$ cat config.mk
export PLATFORM = sky130hd
export DESIGN_NAME = reset_out_signal_select
export DESIGN_NICKNAME = d
export VERILOG_FILES = /design/src/hdl/rst_sel_pkg.sv /design/src/hdl/rst_sel_if.sv /design/src/hdl/ext_reset_sync.sv /design/src/hdl/reset_out_signal_select.sv
export SDC_FILE = /design/constraint.sdc
export NUM_CORES = 1
export LEC_CHECK = 0
export BUFFER_PORTS_ARGS = -buffer_cell sky130_fd_sc_hd__buf_2
export CORE_AREA = 2 2 39 41
export CTS_BUF_LIST = sky130_fd_sc_hd__clkbuf_4 sky130_fd_sc_hd__clkbuf_8
export DETAILED_ROUTE_END_ITERATION = 7
export DIE_AREA = 0 0 41 43
export PLACE_DENSITY_LB_ADDON = 0.08
export SKIP_LAST_GASP = 1
export SYNTH_ARGS = -nofsm -noshare
export SYNTH_HDL_FRONTEND = slang
export SYNTH_HIERARCHICAL = 1
export SYNTH_SLANG_ARGS = --single-unit
$ cat constraint.sdc
create_clock -name core_clk -period 0.8 [get_ports core_clk]
set_input_delay 0.16 -clock core_clk [delete_from_list [all_inputs] [get_ports core_clk]]
set_output_delay 0.16 -clock core_clk [all_outputs]
set_load 0.1 [all_outputs]
$ cat src/hdl/rst_sel_pkg.sv
// Package: constants and types for the reset indication selector
package rst_sel_pkg;
  // Levels of the active-low reset indication pin
  localparam logic IND_ASSERTED = 1'b0;
  localparam logic IND_NEGATED = 1'b1;
  // Synchroniser depth for the external reset request
  localparam int SYNC_STAGES = 2;
  // Reset values
  localparam logic RST_SYNC_VAL = 1'b0;
  localparam logic RST_IND_VAL = IND_ASSERTED;

  typedef enum logic [1:0]
  {
    SRC_RESET,
    SRC_FORCE,
    SRC_MIRROR,
    SRC_IDLE
  } ind_source_t;
endpackage

$ cat src/hdl/rst_sel_if.sv
// Interface: external reset request between selector and its synchroniser
`timescale 1ns/100ps
`default_nettype none
interface rst_sel_if;
  logic req_raw;
  logic stop_mode;
  logic req_out;
  modport sync_side
  (
    input req_raw,
    input stop_mode,
    output req_out
  );
  modport top_side
  (
    output req_raw,
    output stop_mode,
    input req_out
  );
endinterface
`default_nettype wire

$ cat src/hdl/ext_reset_sync.sv
// Synchroniser for the external reset request with stop-mode bypass
`timescale 1ns/100ps
`default_nettype none
module ext_reset_sync
(
  input wire logic core_clk,
  input wire logic srst,
  rst_sel_if.sync_side port
);
  import rst_sel_pkg::*;

  logic stage1_q;
  logic stage1_d;
  logic stage2_q;
  logic stage2_d;

  always_comb
  begin
    stage1_d = port.req_raw;
    stage2_d = stage1_q;
  end

  always_ff @(posedge core_clk)
  begin
    if (srst)
    begin
      stage1_q <= RST_SYNC_VAL;
      stage2_q <= RST_SYNC_VAL;
    end
    else
    begin
      stage1_q <= stage1_d;
      stage2_q <= stage2_d;
    end
  end

  // Clocks stop in stop mode, so the raw level must pass straight through
  assign port.req_out = port.stop_mode ? port.req_raw : stage2_q;

  sync_path_a: assert property (@(posedge core_clk) disable iff (srst)
    !port.stop_mode && $past(port.stop_mode) == 1'b0
      && !$past(port.stop_mode, 2)
      && !$past(srst) && !$past(srst, 2)
      |-> port.req_out == $past(port.req_raw, 2))
    else $error("synchronised reset request wrong");
  stop_bypass_a: assert property (@(posedge core_clk) disable iff (srst)
    port.stop_mode |-> port.req_out == port.req_raw)
    else $error("stop mode bypass broken");
endmodule
`default_nettype wire

$ cat src/hdl/reset_out_signal_select.sv
// Top: selects the source of the active-low reset indication pin
`timescale 1ns/100ps
`default_nettype none
module reset_out_signal_select
(
  input wire logic core_clk,
  input wire logic srst,
  input wire logic force_reset_indication_bit,
  input wire logic mirror_interrupt_bit,
  input wire logic irq_pending,
  input wire logic pll_test_mode,
  input wire logic ext_reset_req_n,
  input wire logic stop_mode,
  output logic ext_reset_req_sync_n,
  output logic reset_indication_out_n_o,
  output logic reset_indication_out_n_oe,
  output rst_sel_pkg::ind_source_t ind_source
);
  import rst_sel_pkg::*;

  rst_sel_if sync_link ();

  logic ind_q;
  logic ind_d;
  ind_source_t src_q;
  ind_source_t src_d;

  // ------------------------------------------------------------
  // External reset request path
  // ------------------------------------------------------------
  assign sync_link.req_raw = ext_reset_req_n;
  assign sync_link.stop_mode = stop_mode;
  assign ext_reset_req_sync_n = sync_link.req_out;

  ext_reset_sync u_sync
  (
    .core_clk(core_clk),
    .srst(srst),
    .port(sync_link.sync_side)
  );

  // ------------------------------------------------------------
  // Source priority
  // ------------------------------------------------------------
  always_comb
  begin
    if (force_reset_indication_bit)
    begin
      src_d = SRC_FORCE;
      ind_d = IND_ASSERTED;
    end
    else if (mirror_interrupt_bit)
    begin
      src_d = SRC_MIRROR;
      ind_d = irq_pending ? IND_ASSERTED : IND_NEGATED;
    end
    else
    begin
      src_d = SRC_IDLE;
      ind_d = IND_NEGATED;
    end
  end

  // Reset wins over the force and mirror bits, not over pll_test_mode; register avoids mux glitches
  always_ff @(posedge core_clk)
  begin
    if (srst)
    begin
      ind_q <= RST_IND_VAL;
      src_q <= SRC_RESET;
    end
    else
    begin
      ind_q <= ind_d;
      src_q <= src_d;
    end
  end

  assign reset_indication_out_n_o = ind_q;
  // Pin floats in PLL test; board pull-up decides its level there
  assign reset_indication_out_n_oe = !pll_test_mode;
  assign ind_source = src_q;

  // ------------------------------------------------------------
  // Checks
  // ------------------------------------------------------------
  reset_asserts_a: assert property (@(posedge core_clk)
    srst |=> reset_indication_out_n_o == 1'b0
      && ind_source == SRC_RESET)
    else $error("reset did not assert indication");
  force_holds_a: assert property (@(posedge core_clk) disable iff (srst)
    $past(force_reset_indication_bit) && !$past(srst)
      |-> reset_indication_out_n_o == 1'b0)
    else $error("force bit did not assert indication");
  mirror_follows_a: assert property (@(posedge core_clk) disable iff (srst)
    !$past(force_reset_indication_bit) && $past(mirror_interrupt_bit)
      && !$past(srst)
      |-> reset_indication_out_n_o == !$past(irq_pending))
    else $error("indication not following interrupt");
  idle_negated_a: assert property (@(posedge core_clk) disable iff (srst)
    !$past(force_reset_indication_bit) && !$past(mirror_interrupt_bit)
      && !$past(srst)
      |-> reset_indication_out_n_o == 1'b1)
    else $error("indication not negated when idle");
  force_release_a: assert property (@(posedge core_clk) disable iff (srst)
    $fell(force_reset_indication_bit) && !mirror_interrupt_bit
      |=> reset_indication_out_n_o == 1'b1)
    else $error("indication stuck after force cleared");
  pll_float_a: assert property (@(posedge core_clk)
    pll_test_mode |-> !reset_indication_out_n_oe)
    else $error("pin driven in PLL test");
  drive_normal_a: assert property (@(posedge core_clk)
    !pll_test_mode |-> reset_indication_out_n_oe)
    else $error("pin not driven outside PLL test");
  one_cycle_a: assert property (@(posedge core_clk) disable iff (srst)
    !$past(srst) && !$past(force_reset_indication_bit)
      && !$past(mirror_interrupt_bit) && force_reset_indication_bit
      |-> reset_indication_out_n_o == 1'b1)
    else $error("registered indication timing wrong");

  force_seen_c: cover property (@(posedge core_clk) disable iff (srst)
    ind_source == SRC_FORCE);
  mirror_seen_c: cover property (@(posedge core_clk) disable iff (srst)
    ind_source == SRC_MIRROR && reset_indication_out_n_o == 1'b0);
  idle_seen_c: cover property (@(posedge core_clk) disable iff (srst)
    ind_source == SRC_IDLE);
  reset_seen_c: cover property (@(posedge core_clk)
    srst ##1 !srst);
  stop_seen_c: cover property (@(posedge core_clk) disable iff (srst)
    stop_mode && !ext_reset_req_n);
endmodule
`default_nettype wire

# After elaboration in Yosys (flattened, before gate mapping)
# Index checks and enable logic that the tools add are counted.
[word_totals] register_bits=5 out_inout_bits=5 inputBits=8
[classes] reduce_logical=2 mux=5
[ops] operator="2-to-1 mux 1 bit" count=5
[ops] operator="OR reduction 2 bit" count=1
[ops] operator="zero test 1 bit" count=1

# Logic depth before layout (Yosys ltp)
[depth] depth_word=2 depth_mapped=2 mapped_depth_nobuf=2

# Hierarchy
# The synthesis kept the hierarchy.
[modules_own_cells] module="reset_out_signal_select" area_per_inst_um2=92.6 instances=1 cells_per_inst=8
[modules_own_cells] module="ext_reset_sync" area_per_inst_um2=67.6 instances=1 cells_per_inst=5

# Least setup slack after synthesis
# No wires, ideal clock.
[synth_path] path_type="register to output" start="register src_q[0], in the netlist ind_source[0]" end="output port ind_source[0]" path_stages_with_launch=1 arrival_ns=0.909 path_buffers=0 slack_ns=-0.269 path_cell_list="dfxtp_1"
[synth_lines] element="start: declaration" line="reset_out_signal_select.sv:25" text="ind_source_t src_q;"
[synth_lines] element="start signal: assignment" line="reset_out_signal_select.sv:75" text="src_q <= src_d;"
[synth_lines] element="end: declaration" line="reset_out_signal_select.sv:17" text="output rst_sel_pkg::ind_source_t ind_source"
# No word-level cell between the ends.

# Worst setup path in the final report
[layout_path] start="register u_sync.stage2_q" end="output port ext_reset_req_sync_n"
[layout_between] elab_chain_cells=1
[layout_lines] element="start: declaration" line="ext_reset_sync.sv:14" text="logic stage2_q;"
[layout_lines] element="start signal: assignment" line="ext_reset_sync.sv:33" text="stage2_q <= stage2_d;"
[layout_lines] element="2-to-1 mux 1 bit" line="ext_reset_sync.sv:38" text="assign port.req_out = port.stop_mode ? port.req_raw : stage2_q;"
[layout_lines] element="end: declaration" line="reset_out_signal_select.sv:14" text="output logic ext_reset_req_sync_n,"
# Every way passes these cells.

==> results.cfg <==
[routing]
dr.pass1.iters = 1
drt_iter0_drc = 0
vias = 143
routed_via_density = 3.11
wirelength_um = 359
drc = 0
drt.antenna.violating_nets = 0
post_drt_wl_per_cell_um = 7.80

[floorplanning]
core-area_sq_um = 1380
io_pins = 13
start_util_pct = 11.6
die_height_um = 43
die_area_sq_um = 1760
die_w_um = 41
rows = 14

[global_routing]
antenna_found_initial = 0
grt_max_degree = 6
grt_usage_pct = 5.62
use_met1_pct = 4.82
grt_pass1_vias = 131
grt_first_pass_wirelength_um = 552
use_met3_pct = 6.28
grtUsageMet2_pct = 6.25
grt.busiest_layer = met3
grt_overflow = 0

[worst_setup_path]
start_kind = flip-flop
worstPathMaxFanout = 1
cp_data_arrival_time_ns = 0.97
worstSetupPathType = flip-flop to output port
cp-end-kind = output port
critPathRequiredTime_ns = 0.64

[run]
maxCapViolations = 0

[final_layout]
drive_above_1_share_pct = 83.3
fin_cells = 46
area.growth.synth_to_final_pct = 125
final_net_count = 39
antenna_cells = 0

[pwr]
max-vdd-ir-drop_uv = 795
p_seq_share_pct = 33.2
p_sw_share_pct = 30.4
comb_power_share_pct = 27.2
leakage_nw = 0.160
internal-power_mw = 0.573
clkPwrFrac_pct = 39.6
power_density_nw_per_um2 = 2280
p_sw_mw = 0.250

[sta]
rsz0062_at_grt = yes
max_freq_ghz = 0.886
drv_slew = 0
relSlewSlack_pct = 91.0
worst_pin_slew_ns = 0.135
whs_ns = 0.0940
worst_slack_ns = -0.329
finClkSkew_ns = 0.0000107
finalCritPeriodShare_pct = 141
hold_violations = 0
min_period_ns = 1.13
setup_viol = 4

[clocking]
cts-root-buf = clkbuf_4
cts-buffers-inserted = 3
clk_path_buf_depth = 2
insertion_delay_ns = 0.24
cts_tree = built
cts_setup_buffers = 0
postCtsResizedCells = 0
htreeDepth = 1
cts.sinks = 5
path_clk_slew_ns = 0.05

[status]
violations = negative setup slack
outcome = complete, but fails checks

[synth]
yosys_warnings = 6
synth-seq-area-share_pct = 62.5
syn_nets = 21
synth_cell_types = 8
yosys_register_bits = 5
synth_area_per_cell_sq_um = 12.3
synth_cells = 13
syn_area_sq_um = 160

[placement]
post-place-cells = 42
gp_congestion = 0.714
io_buffers = 12

[worst_hold_path]
hp-class = input pin to flip-flop
## kinds of logic after synthesis
| family | Yosys count | synth area share (%) |
|---|---|---|
| AO/OA/AOI/OAI | 2 | 13.3 |
| buffers and inverters | 2 | 4.68 |
| flip-flops | 5 | 62.5 |
| multiplexers | 1 | 9.37 |
| AND/OR/NAND/NOR | 3 | 10.2 |
## state kept, by name, summed over array words and instances, names as in the netlist
register and flops:
ind_source 2, u_sync/stage1_q 1, u_sync/stage2_q 1, reset_indication_out_n_o 1
## final timing paths
| kind | from | end | slack [ns] | depth (start not counted) |
|---|---|---|---|---|
| worst max-delay path | u_sync/stage2_q | ext_reset_req_sync_n | -0.33 | 2 |
| worst max register to register | u_sync/stage1_q | u_sync/stage2_q | 0.30 | 1 |
| worst min-delay path | irq_pending | reset_indication_out_n_o | 0.09 | 2 |
| worst min register to register | u_sync/stage1_q | u_sync/stage2_q | 0.44 | 1 |
## cells in the mapped netlist, drive strengths merged
cell type / number / area [sq um]
dfxtp: 5 / 100
inv: 2 / 7.50
nor2b: 2 / 12.5
a211oi: 1 / 12.5
a21oi: 1 / 8.76
mux2: 1 / 15.0
nor2: 1 / 3.75
## critical path, cell delays in order (launching register included)
cell	delay, ns
dfxtp_1	0.29
mux2_4	0.27
buf_12	0.17
## through the flow
step / utilization (%) / setup TNS (ns) / instance area (sq um) / total power [mW] / worst slack, ns
2_1_floorplan: - / -0.0339 / 168 / 0.403 / -0.0339
3_3_place_gp: 23.9 / -0.0934 / 330 / 0.502 / -0.0934
3_5_place_dp: 23.9 / -0.0976 / 330 / 0.503 / -0.0976
5_1_grt: 26.0 / -0.771 / 360 / 0.873 / -0.363
6_report: 26.0 / -0.647 / 360 / 0.823 / -0.329
4_1_cts: 26.0 / -0.697 / 360 / 0.841 / -0.346
## cell usage in the layout, fill, tap and decap left out
| cell | count |
|---|---|
| nor2_1 | 1 |
| a21oi_2 | 1 |
| buf_2 | 7 |
| nor2b_1 | 2 |
| clkinvlp_4 | 1 |
| dfxtp_2 | 3 |
| clkbuf_4 | 4 |
| inv_2 | 1 |
| buf_4 | 1 |
| mux2_4 | 1 |
| buf_12 | 5 |
| dfxtp_1 | 2 |
| a211oi_2 | 1 |
## power by group through the flow
stage / Clock, mW / Combinational [mW] / Sequential, mW
global route: 0.368 / 0.232 / 0.273
global placement: 0 / 0.225 / 0.278
finish: 0.326 / 0.224 / 0.273
CTS: 0.342 / 0.226 / 0.273
floorplan: 0 / 0.0658 / 0.337
detailed placement: 0 / 0.225 / 0.278
## layer usage
metal  part of all wire (%)  wire length (um)
met3                     11                40
met5                      0                 0
met2                     48               174
met4                      0                 0
met1                     40               144
## cell type report
| type | instances | area [sq um] |
|---|---|---|
| multi-input combinational | 6 | 52.6 |
| fill | 156 | 1020 |
| inverter | 2 | 11.3 |
| sequential | 5 | 104 |
| clock buffer | 4 | 30.0 |
| tap | 16 | 20.0 |
| timing repair buffer | 13 | 143 |
## what timing repair did
item                                    in CTS  in global routing
hold buffers                                 0                  0
pin swaps                                    0                  0
cloned                                       0                  0
endpoints found under the setup margin       4                  4
(Power assumes the default switching activity.)
